--- config.mk ---
export PLATFORM = sky130hd
export DESIGN_NAME = pccse_engine
export DESIGN_NICKNAME = d
export VERILOG_FILES = /design/src/pkg/pccse_pkg.sv /design/src/logic/pccse_engine.sv /design/src/logic/pccse_sync.sv
export VERILOG_INCLUDE_DIRS = /design/src /design/src/pkg
export SDC_FILE = /design/constraint.sdc
export NUM_CORES = 1
export LEC_CHECK = 0
export BUFFER_PORTS_ARGS = -buffer_cell sky130_fd_sc_hd__buf_2
export CAP_MARGIN = 5
export CORE_ASPECT_RATIO = 1.5
export CORE_UTILIZATION = 45
export CTS_CLUSTER_DIAMETER = 30
export DETAILED_ROUTE_END_ITERATION = 7
export PLACE_DENSITY = 0.72
export SYNTH_ARGS = -nofsm -noshare
export SYNTH_HDL_FRONTEND = slang
export SYNTH_SLANG_ARGS = --single-unit
export TNS_END_PERCENT = 5
--- constraint.sdc ---
create_clock -name clk -period 20.8 [get_ports clk]
set_clock_uncertainty 0.1 [all_clocks]
set_input_delay 3.12 -clock clk [delete_from_list [all_inputs] [get_ports clk]]
set_output_delay 3.12 -clock clk [all_outputs]
set_load 0.02 [all_outputs]
--- src/pkg/pccse_params.svh ---
`ifndef PCCSE_PARAMS_SVH
`define PCCSE_PARAMS_SVH

// Clock and base periods
`define PCCSE_CLK_NS        50
`define PCCSE_T_STD_NS      125
`define PCCSE_T_ENH_NS      30
`define PCCSE_NS2CYC(ns)    (((ns) + `PCCSE_CLK_NS - 1) / `PCCSE_CLK_NS)
`define PCCSE_T_STD_CYC     `PCCSE_NS2CYC(`PCCSE_T_STD_NS)
`define PCCSE_T_ENH_CYC     `PCCSE_NS2CYC(`PCCSE_T_ENH_NS)

// DMA I/O timing, least times in ns
`define PCCSE_DACK_SU_NS    145
`define PCCSE_DMA_WR_NS     220
`define PCCSE_DMA_RD_NS     700
`define PCCSE_DACK_HOLD_NS  60
`define PCCSE_TC_DLY_NS     15
`define PCCSE_TC_W_NS       62
`define PCCSE_DACK_SU_CYC   `PCCSE_NS2CYC(`PCCSE_DACK_SU_NS)
`define PCCSE_DMA_WR_CYC    `PCCSE_NS2CYC(`PCCSE_DMA_WR_NS)
`define PCCSE_DMA_RD_CYC    `PCCSE_NS2CYC(`PCCSE_DMA_RD_NS)
`define PCCSE_DACK_HOLD_CYC `PCCSE_NS2CYC(`PCCSE_DACK_HOLD_NS)
`define PCCSE_TC_DLY_CYC    `PCCSE_NS2CYC(`PCCSE_TC_DLY_NS)
`define PCCSE_TC_W_CYC      `PCCSE_NS2CYC(`PCCSE_TC_W_NS)

// Register byte offsets
`define PCCSE_OFS_CTRL      8'h00
`define PCCSE_OFS_TSET0     8'h04
`define PCCSE_OFS_TSET3     8'h10
`define PCCSE_OFS_ADDR      8'h14
`define PCCSE_OFS_WDATA     8'h18
`define PCCSE_OFS_CMD       8'h1c
`define PCCSE_OFS_STATUS    8'h20

// Field positions
`define PCCSE_CTRL_ENH_BIT  0
`define PCCSE_TS_S_LSB      0
`define PCCSE_TS_C_LSB      8
`define PCCSE_TS_R_LSB      16
`define PCCSE_ST_RDATA_LSB  16

// Reset values
`define PCCSE_TSET_RST      18'h3ffff
`define PCCSE_CTRL_RST      3'h0

`endif

--- src/pkg/pccse_pkg.sv ---
package pccse_pkg;

  typedef enum logic [1:0] {KIND_ATTR, KIND_COMMON, KIND_IO, KIND_DMA} pccse_kind_t;
  typedef enum logic [1:0] {WID_BYTE, WID_WORD, WID_HIGH, WID_RSVD} pccse_width_t;

  typedef enum {ST_IDLE, ST_SETUP, ST_CMD, ST_RECOV, ST_DMA_ACK, ST_DMA_CMD, ST_DMA_HOLD}
    pccse_state_t;

  // One cycle request as written to the command register
  typedef struct packed {
    logic         last;
    logic         socket;
    pccse_width_t width;
    logic         write;
    pccse_kind_t  kind;
  } pccse_cmd_t;

  // Setup, command and recovery counts of one timing set
  typedef struct packed {
    logic [5:0] r;
    logic [5:0] c;
    logic [5:0] s;
  } pccse_tset_t;

  // Card-side strobes, all active low
  typedef struct packed {
    logic [1:0] ce_hi_n;
    logic [1:0] ce_lo_n;
    logic [1:0] reg_n;
    logic       oe_n;
    logic       we_n;
    logic       ior_n;
    logic       iow_n;
    logic       dack_n;
    logic       tc_n;
  } pccse_pins_t;

endpackage

--- src/logic/pccse_engine.sv ---
//////////////////////////////////////////////////////////////////////////////////////////////////
//////////////////////////////////////////////////////////////////////////////////////////////////
//
// The register offsets and register access over APB were chosen for this implementation.
`timescale 1ns/10ps
`include "pccse_params.svh"
module pccse_engine import pccse_pkg::*; (
  input  wire logic        clk,
  input  wire logic        rst,
  input  wire logic        psel,
  input  wire logic        penable,
  input  wire logic        pwrite,
  input  wire logic [7:0]  paddr,
  input  wire logic [31:0] pwdata,
  output logic      [31:0] prdata,
  output logic             pready,
  output logic             pslverr,
  output logic      [25:0] system_address_bus,
  input  wire logic [15:0] system_data_bus_in,
  output logic      [15:0] system_data_bus_out,
  output logic             system_data_bus_oe,
  input  wire logic        card_stretch_request_n,
  input  wire logic        card_io_word_indication_n,
  output pccse_pins_t      card_pins
);
  localparam logic [7:0] TSTD = 8'(`PCCSE_T_STD_CYC);
  localparam logic [7:0] TENH = 8'(`PCCSE_T_ENH_CYC);

  //////////////////////////////////////////////////////////////////////////////////////////////
  // Pin synchronisers
  logic [15:0] sd_s;
  logic [1:0]  ctl_s;
  logic        wait_s;
  logic        io16_s;

  pccse_sync #(.W(16)) u_sync_sd (
    .clk      (clk),
    .rst      (rst),
    .async_in (system_data_bus_in),
    .sync_out (sd_s)
  );
  pccse_sync #(.W(2)) u_sync_ctl (
    .clk      (clk),
    .rst      (rst),
    .async_in ({~card_stretch_request_n, ~card_io_word_indication_n}),
    .sync_out (ctl_s)
  );
  assign wait_s = ctl_s[1];
  assign io16_s = ctl_s[0];

  //////////////////////////////////////////////////////////////////////////////////////////////
  // APB register file
  logic [2:0]   ctrl_reg, ctrl_next;
  pccse_tset_t  tset_reg [4];
  pccse_tset_t  tset_next [4];
  logic [25:0]  addr_reg, addr_next;
  logic [15:0]  wdata_reg, wdata_next;
  logic [31:0]  prdata_next;
  logic         pready_next, pslverr_next;
  logic         go;
  pccse_cmd_t   go_cmd;
  logic         busy;
  logic         io_seen_reg, io_seen_next;
  logic [15:0]  rdata_reg, rdata_next;
  pccse_state_t state_reg, state_next;
  pccse_tset_t  ts_rd;

  // Timing set addressed by the bus; fields read back at their write positions
  assign ts_rd = tset_reg[2'(paddr[7:2] - 6'h1)];

  assign busy   = (state_reg != ST_IDLE);
  assign go_cmd = pccse_cmd_t'(pwdata[6:0]);

  // Answer one cycle after setup; writes land on the access edge with pready high
  always_comb begin
    ctrl_next    = ctrl_reg;
    tset_next    = tset_reg;
    addr_next    = addr_reg;
    wdata_next   = wdata_reg;
    prdata_next  = 32'h0;
    pready_next  = 1'b0;
    pslverr_next = 1'b0;
    go           = 1'b0;
    if (psel && !penable) begin
      pready_next = 1'b1;
      if (paddr == `PCCSE_OFS_CTRL) begin
        prdata_next = {29'h0, ctrl_reg};
      end else if (paddr >= `PCCSE_OFS_TSET0 && paddr <= `PCCSE_OFS_TSET3
                   && paddr[1:0] == 2'h0) begin
        prdata_next = {10'h0, ts_rd.r, 2'h0, ts_rd.c, 2'h0, ts_rd.s};
      end else if (paddr == `PCCSE_OFS_ADDR) begin
        prdata_next = {6'h0, addr_reg};
      end else if (paddr == `PCCSE_OFS_WDATA) begin
        prdata_next = {16'h0, wdata_reg};
      end else if (paddr == `PCCSE_OFS_CMD) begin
        prdata_next = 32'h0;
      end else if (paddr == `PCCSE_OFS_STATUS) begin
        prdata_next = {rdata_reg, 14'h0, io_seen_reg, busy};
      end else begin
        pslverr_next = 1'b1;
      end
    end
    if (psel && penable && pready && pwrite && !pslverr) begin
      if (paddr == `PCCSE_OFS_CTRL) begin
        ctrl_next = pwdata[2:0];
      end else if (paddr >= `PCCSE_OFS_TSET0 && paddr <= `PCCSE_OFS_TSET3) begin
        tset_next[2'(paddr[7:2] - 6'h1)] =
          pccse_tset_t'({pwdata[21:16], pwdata[13:8], pwdata[5:0]});
      end else if (paddr == `PCCSE_OFS_ADDR) begin
        addr_next = pwdata[25:0];
      end else if (paddr == `PCCSE_OFS_WDATA) begin
        wdata_next = pwdata[15:0];
      end else if (paddr == `PCCSE_OFS_CMD) begin
        go = !busy;                              // Ignored while a cycle runs
      end
    end
  end

  // APB registers
  always_ff @(posedge clk or posedge rst) begin
    if (rst) begin
      ctrl_reg  <= `PCCSE_CTRL_RST;
      tset_reg  <= '{default: `PCCSE_TSET_RST};
      addr_reg  <= 26'h0;
      wdata_reg <= 16'h0;
      prdata    <= 32'h0;
      pready    <= 1'b0;
      pslverr   <= 1'b0;
    end else begin
      ctrl_reg  <= ctrl_next;
      tset_reg  <= tset_next;
      addr_reg  <= addr_next;
      wdata_reg <= wdata_next;
      prdata    <= prdata_next;
      pready    <= pready_next;
      pslverr   <= pslverr_next;
    end
  end

  //////////////////////////////////////////////////////////////////////////////////////////////
  // Cycle engine
  pccse_cmd_t  cmd_reg, cmd_next;
  pccse_pins_t pins_next;
  logic [7:0]  cnt_reg, cnt_next;
  logic [7:0]  rel_reg, rel_next;
  logic [7:0]  hi_reg, hi_next;
  logic [7:0]  tcyc_reg, tcyc_next;
  logic [7:0]  len_s_reg, len_s_next, len_c_reg, len_c_next, len_r_reg, len_r_next;
  logic [1:0]  tc_reg, tc_next;
  logic [25:0] sa_next;
  logic [15:0] sd_out_next;
  logic        sd_oe_next;
  logic [7:0]  tcyc_sel;
  pccse_tset_t ts_sel;

  // Zero counts are taken as one period so a phase is never skipped
  function automatic logic [7:0] plen(input logic [5:0] n, input logic [7:0] t);
    logic [13:0] prod;
    prod = 14'((n == 6'h0) ? 6'h1 : n) * 14'(t);
    return 8'(prod);
  endfunction

  // Lane enables, shared by memory, I/O and DMA cycles
  function automatic pccse_pins_t lanes(input pccse_pins_t p, input pccse_cmd_t c);
    pccse_pins_t q;
    q = p;
    q.ce_lo_n[c.socket] = (c.width == WID_HIGH);
    q.ce_hi_n[c.socket] = (c.width == WID_BYTE);
    return q;
  endfunction

  assign tcyc_sel = ctrl_reg[`PCCSE_CTRL_ENH_BIT] ? TENH : TSTD;
  assign ts_sel   = tset_reg[ctrl_reg[2:1]];

  always_comb begin
    state_next   = state_reg;
    cmd_next     = cmd_reg;
    pins_next    = card_pins;
    cnt_next     = (cnt_reg != 8'h0) ? cnt_reg - 8'h1 : 8'h0;
    rel_next     = rel_reg;
    hi_next      = hi_reg;
    tcyc_next    = tcyc_reg;
    len_s_next   = len_s_reg;
    len_c_next   = len_c_reg;
    len_r_next   = len_r_reg;
    tc_next      = tc_reg;
    sa_next      = system_address_bus;
    sd_out_next  = system_data_bus_out;
    sd_oe_next   = system_data_bus_oe;
    rdata_next   = rdata_reg;
    io_seen_next = io_seen_reg;
    case (state_reg)
      ST_IDLE: begin
        if (go) begin
          cmd_next     = go_cmd;
          tcyc_next    = tcyc_sel;
          len_s_next   = plen(ts_sel.s, tcyc_sel);
          len_c_next   = plen(ts_sel.c, tcyc_sel);
          len_r_next   = plen(ts_sel.r, tcyc_sel);
          hi_next      = tcyc_sel - 8'h1;
          rel_next     = 8'h0;
          io_seen_next = 1'b0;
          sa_next      = addr_reg;
          sd_out_next  = wdata_reg;
          sd_oe_next   = go_cmd.write;
          pins_next    = lanes(card_pins, go_cmd);
          if (go_cmd.kind == KIND_DMA) begin
            pins_next.dack_n = 1'b0;
            cnt_next   = 8'(`PCCSE_DACK_SU_CYC) - 8'h1;
            state_next = ST_DMA_ACK;
          end else begin
            pins_next.reg_n[go_cmd.socket] = (go_cmd.kind == KIND_COMMON);
            cnt_next   = plen(ts_sel.s, tcyc_sel) - 8'h1;
            state_next = ST_SETUP;
          end
        end
      end
      ST_SETUP, ST_CMD: begin
        // A word indication on I/O widens the access one period later
        if (cmd_reg.kind == KIND_IO && io16_s) begin
          io_seen_next = 1'b1;
          if (hi_reg == 8'h0) begin
            pins_next.ce_hi_n[cmd_reg.socket] = 1'b0;
          end else begin
            hi_next = hi_reg - 8'h1;
          end
        end
        if (state_reg == ST_SETUP) begin
          if (cnt_reg == 8'h0) begin
            cnt_next         = len_c_reg - 8'h1;
            pins_next.oe_n   = !(cmd_reg.kind != KIND_IO && !cmd_reg.write);
            pins_next.we_n   = !(cmd_reg.kind != KIND_IO && cmd_reg.write);
            pins_next.ior_n  = !(cmd_reg.kind == KIND_IO && !cmd_reg.write);
            pins_next.iow_n  = !(cmd_reg.kind == KIND_IO && cmd_reg.write);
            state_next       = ST_CMD;
          end
        end else begin
          // Wait reloads the tail so the command outlives its release
          if (wait_s) begin
            rel_next = 8'(tcyc_reg << 1);
          end else if (rel_reg != 8'h0) begin
            rel_next = rel_reg - 8'h1;
          end
          if (cnt_reg == 8'h0 && !wait_s && rel_reg == 8'h0) begin
            rdata_next = sd_s;
            pins_next.oe_n  = 1'b1;
            pins_next.we_n  = 1'b1;
            pins_next.ior_n = 1'b1;
            pins_next.iow_n = 1'b1;
            cnt_next   = len_r_reg - 8'h1;
            state_next = ST_RECOV;
          end
        end
      end
      ST_RECOV: begin
        if (cnt_reg == 8'h0) begin
          pins_next.ce_hi_n = 2'h3;
          pins_next.ce_lo_n = 2'h3;
          pins_next.reg_n   = 2'h3;
          sd_oe_next        = 1'b0;
          state_next        = ST_IDLE;
        end
      end
      ST_DMA_ACK: begin
        if (cnt_reg == 8'h0) begin
          pins_next.ior_n = cmd_reg.write;
          pins_next.iow_n = !cmd_reg.write;
          cnt_next = cmd_reg.write ? 8'(`PCCSE_DMA_WR_CYC) - 8'h1
                                   : 8'(`PCCSE_DMA_RD_CYC) - 8'h1;
          tc_next    = 2'(`PCCSE_TC_DLY_CYC + `PCCSE_TC_W_CYC);
          state_next = ST_DMA_CMD;
        end
      end
      ST_DMA_CMD: begin
        // Counts down through the delay, then holds terminal count for its width
        if (tc_reg != 2'h0) begin
          tc_next = tc_reg - 2'h1;
        end
        pins_next.tc_n = !(cmd_reg.last && tc_reg != 2'h0
                           && tc_reg <= 2'(`PCCSE_TC_W_CYC));
        if (cnt_reg == 8'h0 && tc_reg == 2'h0) begin
          rdata_next      = sd_s;
          pins_next.ior_n = 1'b1;
          pins_next.iow_n = 1'b1;
          pins_next.tc_n  = 1'b1;
          cnt_next   = 8'(`PCCSE_DACK_HOLD_CYC) - 8'h1;
          state_next = ST_DMA_HOLD;
        end
      end
      ST_DMA_HOLD: begin
        if (cnt_reg == 8'h0) begin
          pins_next.dack_n  = 1'b1;
          pins_next.ce_hi_n = 2'h3;
          pins_next.ce_lo_n = 2'h3;
          sd_oe_next        = 1'b0;
          state_next        = ST_IDLE;
        end
      end
      default: state_next = ST_IDLE;
    endcase
  end

  // Engine registers; all card pins come straight from here
  always_ff @(posedge clk or posedge rst) begin
    if (rst) begin
      state_reg           <= ST_IDLE;
      cmd_reg             <= '0;
      card_pins           <= '1;
      cnt_reg             <= 8'h0;
      rel_reg             <= 8'h0;
      hi_reg              <= 8'h0;
      tcyc_reg            <= TSTD;
      len_s_reg           <= 8'h0;
      len_c_reg           <= 8'h0;
      len_r_reg           <= 8'h0;
      tc_reg              <= 2'h0;
      system_address_bus  <= 26'h0;
      system_data_bus_out <= 16'h0;
      system_data_bus_oe  <= 1'b0;
      rdata_reg           <= 16'h0;
      io_seen_reg         <= 1'b0;
    end else begin
      state_reg           <= state_next;
      cmd_reg             <= cmd_next;
      card_pins           <= pins_next;
      cnt_reg             <= cnt_next;
      rel_reg             <= rel_next;
      hi_reg              <= hi_next;
      tcyc_reg            <= tcyc_next;
      len_s_reg           <= len_s_next;
      len_c_reg           <= len_c_next;
      len_r_reg           <= len_r_next;
      tc_reg              <= tc_next;
      system_address_bus  <= sa_next;
      system_data_bus_out <= sd_out_next;
      system_data_bus_oe  <= sd_oe_next;
      rdata_reg           <= rdata_next;
      io_seen_reg         <= io_seen_next;
    end
  end

  //////////////////////////////////////////////////////////////////////////////////////////////
  // Assertions
  logic       cmd_act;
  logic [7:0] dwell_reg;
  assign cmd_act = !(card_pins.oe_n && card_pins.we_n && card_pins.ior_n && card_pins.iow_n);

  // Cycles spent in the current state, saturating
  always_ff @(posedge clk or posedge rst) begin
    if (rst) begin
      dwell_reg <= 8'h0;
    end else begin
      dwell_reg <= (state_next != state_reg) ? 8'h0
                   : ((dwell_reg == 8'hff) ? dwell_reg : dwell_reg + 8'h1);
    end
  end
endmodule // pccse_engine

--- src/logic/pccse_sync.sv ---
`timescale 1ns/10ps
// Two-stage synchroniser for pin inputs
module pccse_sync #(
  parameter int W = 1
) (
  input  wire logic         clk,
  input  wire logic         rst,
  input  wire logic [W-1:0] async_in,
  output logic      [W-1:0] sync_out
);
  logic [W-1:0] meta_reg;

  // First stage feeds only the second stage
  always_ff @(posedge clk or posedge rst) begin
    if (rst) begin
      meta_reg <= '0;
      sync_out <= '0;
    end else begin
      meta_reg <= async_in;
      sync_out <= meta_reg;
    end
  end
endmodule // pccse_sync

; ---- Word level (Yosys, flattened, before mapping)
; Cells that the tools add are included.
[op_classes]
addsub = 9
n_mul = 3
n_lt_le_gt_ge = 10
n_eq_ne = 34
muxes = 103
bitwise = 10
reduce_logical = 76
[ops]
columns = op, count
row1 = $mux W32, 14
row2 = $pmux W32 S5, 1
row3 = $mux W8, 15
row4 = $eq A32 B2 Y1 const B, 3
row5 = $eq A32 B3 Y1 const B, 3
row6 = $mux W18, 5
row7 = $bmux W18 S2, 2
row8 = $bwmux W72, 1
row9 = $mux W16, 3
row10 = $sub A8 B1 Y8 const B, 6
row11 = $demux W18 S2, 1
row12 = $eq A32 B1 Y1 const B, 1
row13 = $logic_not A32 Y1, 1
row14 = $logic_not A8 Y1, 4
row15 = $pmux W16 S2, 1
row16 = $pmux W8 S2, 2
row17 = $pmux W8 S4, 1
row18 = $reduce_and A4 Y1, 8
row19 = $reduce_bool A32 Y1, 1
row20 = $ne A2 B2 Y1 const B, 14
row21 = $eq A8 B5 Y1 const B, 3
row22 = $mul A6 B2 Y8, 3
row23 = $mux W6, 4
row24 = $mux W1, 23
row25 = other kinds (42), 125
[totals]
ff_bits = 340
input_bits = 63
output_inout_bits = 89
wordCells = 293

; ---- Depth between registers and ports, before layout
; Gate-level depths: netlist (run 1).
[depth]
ltp_word = 11
depth_mapped = 17
depth_no_buf = 15

; ---- Hierarchy
; Synthesis (run 1) repeated with hierarchy kept, for this count alone.
[unflattened]
hier_cells = 1291
area_unflattened_um2 = 14756.7
[by_module_without_submodules]
columns = mod, instances, cells_each, area_per_inst_um2, seq_area_each_um2
row1 = pccse_engine, 1, 1253, 13848.3, 6962.9
row2 = pccse_sync at u_sync_sd, 1, 33, 804.5, 800.8
row3 = pccse_sync at u_sync_ctl, 1, 5, 103.8, 100.1

; ---- Worst setup path after synthesis (run 1)
; Ideal clock, no wire load.
[synth_timing]
kind = input -> register
start = input paddr[2]
end = register cnt_reg[2]
setup_ns = 0.139
arrival_ns = 5.885
t_required_ns = 20.561
path_slack_ns = 14.676
cell_stages = 10
n_path_buf = 3
path_cell_list = clkbuf_1 > clkbuf_1 > inv_1 > ha_1 > clkbuf_1 > nor4b_1 > and3_1 > a21oi_1 > o311a_1 > or4_1
[synth_via]
elab_chain_len = 9
word_cells_on_any_way = 15
[synth_lines]
columns = element, line
row1 = start: declaration, pccse_engine.sv:13  ; input wire logic [7:0] paddr,
row2 = $eq A8 B5 Y1 (no line), --
row3 = $mux W1, pccse_engine.sv:113  ; end else if (paddr == `PCCSE_OFS_CMD) begin
row4 = $mux W1, pccse_engine.sv:111  ; end else if (paddr == `PCCSE_OFS_WDATA) begin
row5 = $mux W1, pccse_engine.sv:109  ; end else if (paddr == `PCCSE_OFS_ADDR) begin
row6 = $mux W1, pccse_engine.sv:106  ; end else if (paddr >= `PCCSE_OFS_TSET0 && paddr <= `PCCSE_OFS_TSET3) begin
row7 = $mux W1 (*), pccse_engine.sv:104  ; if (paddr == `PCCSE_OFS_CTRL) begin
row8 = $mux W1 (*), pccse_engine.sv:103  ; if (psel && penable && pready && pwrite && !pslverr) begin
row9 = $mux W8 (*), pccse_engine.sv:194  ; if (go) begin
row10 = $pmux W8 S4 (*), pccse_engine.sv:192  ; case (state_reg)
row11 = net cnt_next[2], pccse_engine.sv:144  ; logic [7:0] cnt_reg, cnt_next;
row12 = end signal: assignment, pccse_engine.sv:326  ; cnt_reg <= cnt_next;
row13 = end: declaration, pccse_engine.sv:144
; The timed path passes the listed nets; every way through them passes the cells marked *.
; A chain may end at the register's enable or synchronous reset.

; ---- Final worst setup path (run 1)
[layout_timing]
start = input paddr[2]
end = register hi_reg[4]
[layout_via]
elab_chain_len = 9
word_cells_on_any_way = 15
[layout_lines]
columns = element, line
row1 = $eq A8 B5 Y1 (no line), --
row2 = $mux W1, pccse_engine.sv:113
row3 = $mux W1, pccse_engine.sv:111
row4 = $mux W1, pccse_engine.sv:109
row5 = $mux W1, pccse_engine.sv:106
row6 = $mux W1 (*), pccse_engine.sv:104
row7 = $mux W1 (*), pccse_engine.sv:103
row8 = $ne A2 B2 Y1 (no line) (*), --
row9 = $reduce_and A4 Y1 (no line) (*), --
row10 = end signal: assignment, pccse_engine.sv:328  ; hi_reg <= hi_next;
row11 = end: declaration, pccse_engine.sv:146  ; logic [7:0] hi_reg, hi_next;
; Mark *: on every way between the ends. The rest lies on a longest branch, timed or not.

==> results.json, run 1 <==
{
  "status": "completed",
  "placed_cell_area_um2": 16100,
  "root_buffer": "clkbuf_16",
  "cp_num_buf_inv": 3,
  "antenna_found_initial": 2,
  "fp.coreArea_um2": 32700,
  "cts_tree": "built",
  "drtPass1Iterations": 7,
  "syn_area_um2": 15100,
  "die_w_um": 151,
  "initialDrtViolationCount": 574,
  "tns_ns": 0,
  "crit_family": "simple AND/OR/NAND/NOR gates",
  "worstPathRequired_ns": 21.11,
  "routed.top_layer": "met5",
  "dp_hpwl_mm": 26.2,
  "worst_pin_slew_ns": 1.10,
  "wl_met1_mm": 14.5,
  "wl_mm": 38.3,
  "p_leak_nw": 8.48,
  "max_cap_violations": 0,
  "total_power_mw": 1.76,
  "hold_buffers": 0,
  "cp_max_fo": 51,
  "clockBufferDepth": 3,
  "crit_path_cell_trace": "buf_2 -> inv_1 -> ha_1 -> nor4b_1 -> and3_1 -> nand3_2 -> buf_4 -> o311ai_0 -> o41ai_1",
  "area_growth_pct": 18.8,
  "finalCritPeriodShare": 0.301,
  "ios": 152,
  "fin_util": 0.546,
  "synth_top_cell_by_area": "dfrtp_1",
  "ant_nets": 0,
  "yosysWarnings": 0,
  "clk_latency_ns": 0.56,
  "async_flop_share": 1.00,
  "postCtsSetupBuffers": 0,
  "layout-drive-gt1-share": 0.348,
  "die_y_um": 226,
  "crit_type": "input port to register",
  "wl_met2_mm": 19.9,
  "grt_overflow_total": 0,
  "syn_inst": 1288,
  "crit_path_end_kind": "register",
  "synth_cell_types": 78,
  "grt_pass1_wl_mm": 61.2,
  "grt_use_total": 0.235,
  "clkTransAtPathRegs_ns": 0.06,
  "ys.flop_type": "dfrtp_1",
  "die_area_um2": 34200,
  "synth_area_per_cell_um2": 11.7,
  "ir_worst_vdd_mv": 0.0852,
  "rsz0062_at_grt": "false",
  "port_buffers": 145,
  "yosysMostFrequentCell": "dfrtp_1",
  "yosys-top-cells-area": "dfrtp_1 37%, dfstp_2 15%, mux2_2 7.6%, mux4_2 5.4%, nand2_1 5.0%",
  "timing.fmax_mhz": 159,
  "post_drt_wl_per_cell_um": 20.3,
  "rows": 81,
  "slew_headroom": 0.267,
  "num_vias": 10900,
  "cp.arrival_ns": 6.58,
  "drc": 0,
  "synth_edf_count": 0,
  "largest_reg_flops": 72,
  "cts_resized": 0,
  "period_needed_ns": 6.27,
  "ys_seq_area_frac": 0.522,
  "start_kind": "input port",
  "min_path_type": "register to register",
  "setup_violations": 0,
  "drv_slew": 0,
  "power.density_nw_per_um2": 98.5,
  "ys_ff_latch": 310,
  "initial_core_util": 0.460,
  "htreeDepth": 2,
  "grt_pass1_vias": 11200,
  "synth_top_area_frac": 0.374,
  "place_congestion": 0.925,
  "cp_slowest_cell": "nand3_2",
  "final_nets": 1529,
  "met3_length_mm": 2.17,
  "viasPerCell": 5.76,
  "clkSinkCount": 310,
  "hold_viol": 0,
  "synth_common_cells": "225 x dfrtp_1, 199 x nand2_1, 101 x mux2_2",
  "grt_max_degree": 151,
  "cts_buffers": 50,
  "final_cell_area_um2": 17900,
  "synth_fp_nets": 1388,
  "cpPeakStageDelay_ns": 0.60
}
==> layout by cell type, fill, tap and decap left out, types with 7 or more instances in the layout <==
master | Yosys | routed
mux2_2 | 101 | 101
and3_1 | 11 | 11
nand3_1 | 12 | 11
a31oi_1 | 7 | 7
inv_6 | 0 | 11
o211ai_1 | 9 | 9
mux2i_1 | 7 | 7
or4_1 | 8 | 8
dfrtp_1 | 225 | 225
dfstp_2 | 85 | 85
buf_4 | 2 | 11
nor2b_1 | 10 | 10
a21o_1 | 10 | 10
inv_1 | 47 | 46
o22ai_1 | 7 | 7
and2_1 | 20 | 20
nand2b_1 | 7 | 7
xor2_1 | 12 | 12
xnor2_1 | 15 | 15
mux4_2 | 36 | 36
o31ai_1 | 14 | 14
clkbuf_1 | 46 | 7
bufinv_16 | 0 | 10
clkbuf_16 | 0 | 50
nor4_1 | 8 | 8
nand2_1 | 199 | 199
buf_2 | 10 | 145
nor3_1 | 30 | 30
nor2_1 | 60 | 60
mux2_4 | 30 | 30
a22oi_1 | 28 | 28
a21oi_1 | 35 | 35
a211oi_1 | 21 | 21
o21ai_0 | 38 | 38
ha_1 | 34 | 34
==> report_power, final <==
part	leakage (nW)	internal (mW)	switching, mW
clock	0.872	0.576	0.301
combinational	3.76	0.0811	0.124
sequential	3.85	0.646	0.0342
==> through the flow <==
stage          hold WS [ns]  worst slack [ns]  instances
2_1_floorplan         0.231              9.15       1288
3_3_place_gp          0.231             14.08       1792
3_5_place_dp          0.236             14.04       1792
4_1_cts               0.240             14.59       1885
5_1_grt               0.246             14.33       1886
6_report              0.239             14.53       1886
==> final cells by class <==
type	count	area, µm²
Timing Repair Buffer	156	808
Multi-Input combinational cell	864	6720
Inverter	47	184
Clock buffer	58	1290
Tap cell	415	519
Fill cell	2742	14800
Clock inverter	35	503
Sequential cell	310	7860
Antenna cell	1	2.50
==> kinds of logic (layout without fill, tap and decap cells) <==
logic type	Yosys count	count (layout)	share of synthesized area
AOI/OAI and AO/OA	220	220	0.101
and+or+nand+nor	399	399	0.127
other	0	1	0
adders and majority gates	39	39	0.0336
muxes	179	179	0.168
DFF	310	310	0.522
buffers and inverters	114	296	0.0322
xor gates and xnor gates	27	27	0.0157
==> per-layer routing <==
metal | global-route usage | vias up
met5 | 0 | -
met4 | 0.115 | 2
met3 | 0.0469 | 96
met2 | 0.407 | 352
met1 | 0.274 | 5489
li1 | - | 4922
==> path summary, 6_finish.rpt <==
| check | startpoint | endpoint | slack, ns | depth (start not counted) |
|---|---|---|---|---|
| hold / removal | u_sync_sd.meta_reg[0] | u_sync_sd.sync_out[0] | 0.24 | 0 |
| setup / recovery | paddr[2] | hi_reg[4] | 14.53 | 9 |
| max in group asynchronous | rst | addr_reg[19] | 16.22 | 3 |
| setup reg to reg | ctrl_reg[2] | cnt_reg[7] | 16.23 | 15 |
| hold reg to reg | u_sync_sd.meta_reg[0] | u_sync_sd.sync_out[0] | 0.24 | 0 |
| min in group asynchronous | rst | prdata[28] | 2.67 | 2 |
Note: power is estimated with default switching activity, not from simulation.
==> inputs of run 2 (changes only) <==
Clock period 20.8 ns to 6.45 ns, I/O delays scaled along.
==> run 2 against run 1 <==
Sequential power rose to 3.2 times the previous value; sequential cell count did not move; clock power rose to 3.4 times the previous value; count of clock-buffer cells in the layout rose by 5; first-iteration DRC count rose by 8.7%; largest power group unchanged.
==> results.json, run 2 (synthesis results as in run 1) <==
{
  "grt_pass1_vias": 11000,
  "wl_mm": 38.4,
  "area_growth_pct": 20.0,
  "cts_buffers": 52,
  "crit_path_cell_trace": "buf_4 -> mux4_2 -> or4_1 -> o21ba_2 -> inv_1 -> nand2_1 -> ha_1 -> inv_1 -> ha_1 -> inv_1 -> fa_1 -> nor2b_1 -> o31a_1 -> or4_1 -> a211o_1 -> o211ai_1",
  "final_common_cell": "dfrtp_1",
  "die_area_um2": 34200,
  "postCtsSetupBuffers": 0,
  "hold_buffers": 0,
  "rows": 81,
  "largest_reg_flops": 72,
  "final_nets": 1534,
  "clkTransAtPathRegs_ns": 0.06,
  "root_buffer": "clkbuf_16",
  "ios": 152,
  "fill_cells": 2699,
  "ir_worst_vdd_mv": 0.284,
  "cpPeakStageDelay_ns": 0.81,
  "hold_viol": 0,
  "setup_violations": 0,
  "grt_overflow_total": 0,
  "grt_max_degree": 166,
  "cts_resized": 0,
  "grt_pass1_wl_mm": 60.3,
  "port_buffers": 145,
  "viasPerCell": 5.72,
  "total_power_mw": 5.85,
  "rsz0062_at_grt": "false",
  "n_antenna_cell": 0,
  "die_w_um": 151,
  "num_vias": 10800,
  "slew_headroom": 0.232,
  "ant_nets": 0,
  "drc": 0,
  "die_y_um": 226,
  "layout_common_cells": "225 x dfrtp_1, 199 x nand2_1, 145 x buf_2",
  "htreeDepth": 2,
  "min_path_type": "input port to asynchronous set/reset pin",
  "p_leak_nw": 8.57,
  "clkSinkCount": 310,
  "place_congestion": 0.898,
  "clockBufferDepth": 3,
  "dp_hpwl_mm": 26.6,
  "clk_latency_ns": 0.56,
  "crit_type": "register to register",
  "antenna_found_initial": 2,
  "regArea_um2": 7860,
  "cts_tree": "built",
  "finalCritPeriodShare": 0.735,
  "power.density_nw_per_um2": 324,
  "layout-drive-gt1-share": 0.353,
  "status": "completed",
  "drv_slew": 0,
  "cp_num_buf_inv": 4,
  "post_drt_wl_per_cell_um": 20.3,
  "fp.coreArea_um2": 32700,
  "crit_path_end_kind": "register",
  "start_kind": "register",
  "initial_core_util": 0.460,
  "multi_input_area_um2": 6720,
  "worstPathRequired_ns": 6.81,
  "cp_slowest_cell": "dfrtp_1",
  "grt_use_total": 0.233,
  "cp.arrival_ns": 5.10,
  "max_cap_violations": 0,
  "cp_common_cell": "inv_1",
  "tns_ns": 0,
  "worst_pin_slew_ns": 1.15,
  "initialDrtViolationCount": 624,
  "holdWs_ns": 0.225,
  "cp_max_fo": 14,
  "timing.fmax_mhz": 211,
  "crit_family": "simple AND/OR/NAND/NOR gates",
  "drtPass1Iterations": 5,
  "period_needed_ns": 4.74
}
run 2: cell count changes in the layout (fill, tap and decap cells not counted):
cell        delta
diode_2        -1
clkinv_2       +3
bufinv_16      +1
clkbuf_8       +3
clkbuf_16      +3
inv_6          -6
buf_12         +1
clkinv_16      +1
buf_4          +2
clkbuf_1       -1
clkinvlp_4     +1
run 2: final timing paths:
kind,startpoint,endpoint,slack (ns),cells past startpoint
max in group asynchronous,rst,cmd_reg[2],4.76,3
worst min register to register,u_sync_ctl.meta_reg[1],u_sync_ctl.sync_out[1],0.24,0
worst min-delay path,rst,system_address_bus[20],0.23,2
min in group clk,u_sync_ctl.meta_reg[1],u_sync_ctl.sync_out[1],0.24,0
worst max-delay path,ctrl_reg[1],cnt_reg[7],1.71,16
worst max register to register,ctrl_reg[1],cnt_reg[7],1.71,16
run 2: area by class of cell:
type                       instances  share of cell area
tap                              415              0.0287
clock inverter                    35              0.0297
inverter                          47             0.00998
timing repair buffer             159              0.0467
sequential                       310               0.435
multi-input combinational        864               0.372
clock buffer                      63              0.0777
run 2: where the power goes:
| part | leakage [nW] | switching (mW) | internal (mW) | total (mW) |
|---|---|---|---|---|
| combinational | 3.78 | 0.396 | 0.262 | 0.657 |
| sequential | 3.85 | 0.112 | 2.08 | 2.20 |
| clock | 0.945 | 0.985 | 2.01 | 2.99 |
| total | 8.57 | 1.49 | 4.36 | 5.85 |
run 2: layer usage:
| metal | share of wire | up-vias | global-route usage |
|---|---|---|---|
| li1 | - | 4913 | - |
| met1 | 0.38 | 5447 | 0.272 |
| met2 | 0.52 | 366 | 0.400 |
| met3 | 0.061 | 104 | 0.0501 |
| met4 | 0.045 | 2 | 0.114 |
| met5 | 0.00026 | - | 0 |
run 2: stage by stage:
stage               area, µm²   util  instances  worst slack, ns
floorplan               15100      -       1288             1.32
global placement        16100  0.492       1795             1.72
detailed placement      16100  0.492       1795             1.67
CTS                     18100  0.552       1893             1.64
global route            18100  0.552       1893             1.34
finish                  18100  0.552       1893             1.71
==> inputs of run 3 (changes only) <==
Settings changed: PLACE_DENSITY 0.72 to 0.74.
Clock period 6.45 ns to 4 ns, I/O delays scaled along.
==> run 3 against run 2 <==
Global-route usage up 0.59 points; total power rose by 49%; first-iteration DRC count decreased by 9.5%; largest power group unchanged; clock power grew 37%; die area unchanged; critical path type unchanged; sequential power increased by 60%; final cell count increased by 0.95%; worst setup slack lost 1.6 ns.
==> results.json, run 3 (synthesis results as in run 1) <==
{
  "status": "completed",
  "r2r_slack_ns": 0.11,
  "min_path_type": "input port to asynchronous set/reset pin",
  "final_common_cell": "dfrtp_1",
  "holdWs_ns": 0.0310,
  "num_vias": 11100,
  "area_growth_pct": 19.8,
  "post_drt_wl_per_cell_um": 20.6,
  "power.density_nw_per_um2": 485,
  "final_nets": 1556,
  "slew_headroom": 0.291,
  "worstPathRequired_ns": 4.36,
  "grt_max_degree": 100,
  "total_power_mw": 8.74,
  "ir_worst_vdd_mv": 0.381,
  "ios": 152,
  "grt_pass1_wl_mm": 62.0,
  "layout-drive-gt1-share": 0.366,
  "largest_reg_flops": 72,
  "start_kind": "register",
  "die_y_um": 226,
  "die_area_um2": 34200,
  "cts_tree": "built",
  "fp.coreArea_um2": 32700,
  "drv_slew": 0,
  "timing.fmax_mhz": 257,
  "viasPerCell": 5.80,
  "antenna_found_initial": 4,
  "final_cell_area_um2": 18000,
  "clockBufferDepth": 3,
  "rows": 81,
  "setup_slack_ns": 0.106,
  "period_needed_ns": 3.89,
  "placed_cell_area_um2": 16300,
  "root_buffer": "clkbuf_16",
  "grt_pass1_vias": 11500,
  "drc": 0,
  "max_cap_violations": 0,
  "cp.arrival_ns": 4.26,
  "clkSinkCount": 310,
  "setup_violations": 0,
  "rsz0062_at_grt": "true",
  "clkTransAtPathRegs_ns": 0.07,
  "crit_type": "register to register",
  "finalCritPeriodShare": 0.973,
  "wl_mm": 39.3,
  "dp_hpwl_mm": 27.5,
  "grt_overflow_total": 0,
  "cts_buffers": 48,
  "worst_pin_slew_ns": 1.06,
  "p_leak_nw": 8.58,
  "initialDrtViolationCount": 565,
  "drtPass1Iterations": 5,
  "htreeDepth": 2,
  "crit_path_end_kind": "register",
  "die_w_um": 151,
  "fin_util": 0.551,
  "dp_slack_ns": -0.0825,
  "cp_max_fo": 9,
  "ant_nets": 0,
  "grt_use_total": 0.239,
  "clk_latency_ns": 0.57,
  "initial_core_util": 0.460,
  "hold_viol": 0,
  "port_buffers": 145,
  "layout_common_cells": "224 x dfrtp_1, 199 x nand2_1, 145 x buf_2",
  "place_congestion": 0.917
}
run 3: final cells by class:
cell class	instances	area (µm²)
clock inverter	28	295
timing repair buffer	185	1090
inverter	47	180
tap	415	519
clock buffer	61	1360
sequential	310	7870
fill	2690	14700
multi-input combinational	864	6720
antenna	1	2.50
run 3: through the flow:
step | TNS, ns | std cells
after floorplan | -170.45 | 1288
after CTS | 0 | 1906
after global routing | -0.0812 | 1911
after detailed placement | -0.0825 | 1817
after global placement | -0.0497 | 1817
final | 0 | 1911
run 3: final timing paths:
| kind | from | endpoint | cells after the start |
|---|---|---|---|
| min in group clk | system_data_bus_in[1] | u_sync_sd.meta_reg[1] | 1 |
| hold reg to reg | u_sync_sd.meta_reg[13] | u_sync_sd.sync_out[13] | 0 |
| max in group asynchronous | rst | addr_reg[14] | 3 |
| hold / removal | rst | system_address_bus[22] | 2 |
| setup / recovery | ctrl_reg[2] | cnt_reg[7] | 15 |
| setup reg to reg | ctrl_reg[2] | cnt_reg[7] | 15 |
run 3: metal layers:
| metal | part of all wire | up-vias | global-route usage |
|---|---|---|---|
| li1 | - | 4963 | - |
| met4 | 0.052 | 6 | 0.139 |
| met5 | 0.00087 | - | 0 |
| met1 | 0.37 | 5623 | 0.272 |
| met3 | 0.057 | 127 | 0.0463 |
| met2 | 0.52 | 366 | 0.411 |
run 3: critical path, stage by stage, from the launching register on:
cell	delay [ns]
dfrtp_1	0.61
mux4_2	0.40
or4_1	0.53
o21ba_2	0.22
inv_2	0.05
nand2_1	0.05
ha_1	0.30
inv_1	0.04
ha_2	0.17
inv_2	0.06
fa_2	0.20
nor2b_1	0.05
o31a_1	0.25
or4_1	0.40
a211o_1	0.28
o211ai_1	0.08
run 3: where the power goes:
part           internal, mW  switching, mW  total [mW]  leakage (nW)
combinational         0.437          0.670        1.11          3.92
sequential             3.36          0.160        3.52          3.85
clock                  2.53           1.58        4.11         0.805
run 3: what timing repair did:
action                     in CTS  in global routing
hold buffers                    0                  0
setup endpoints to repair       1                  3
setup buffers                   0                  4
pin swaps                       0                  3
gates resized for setup         1                  4
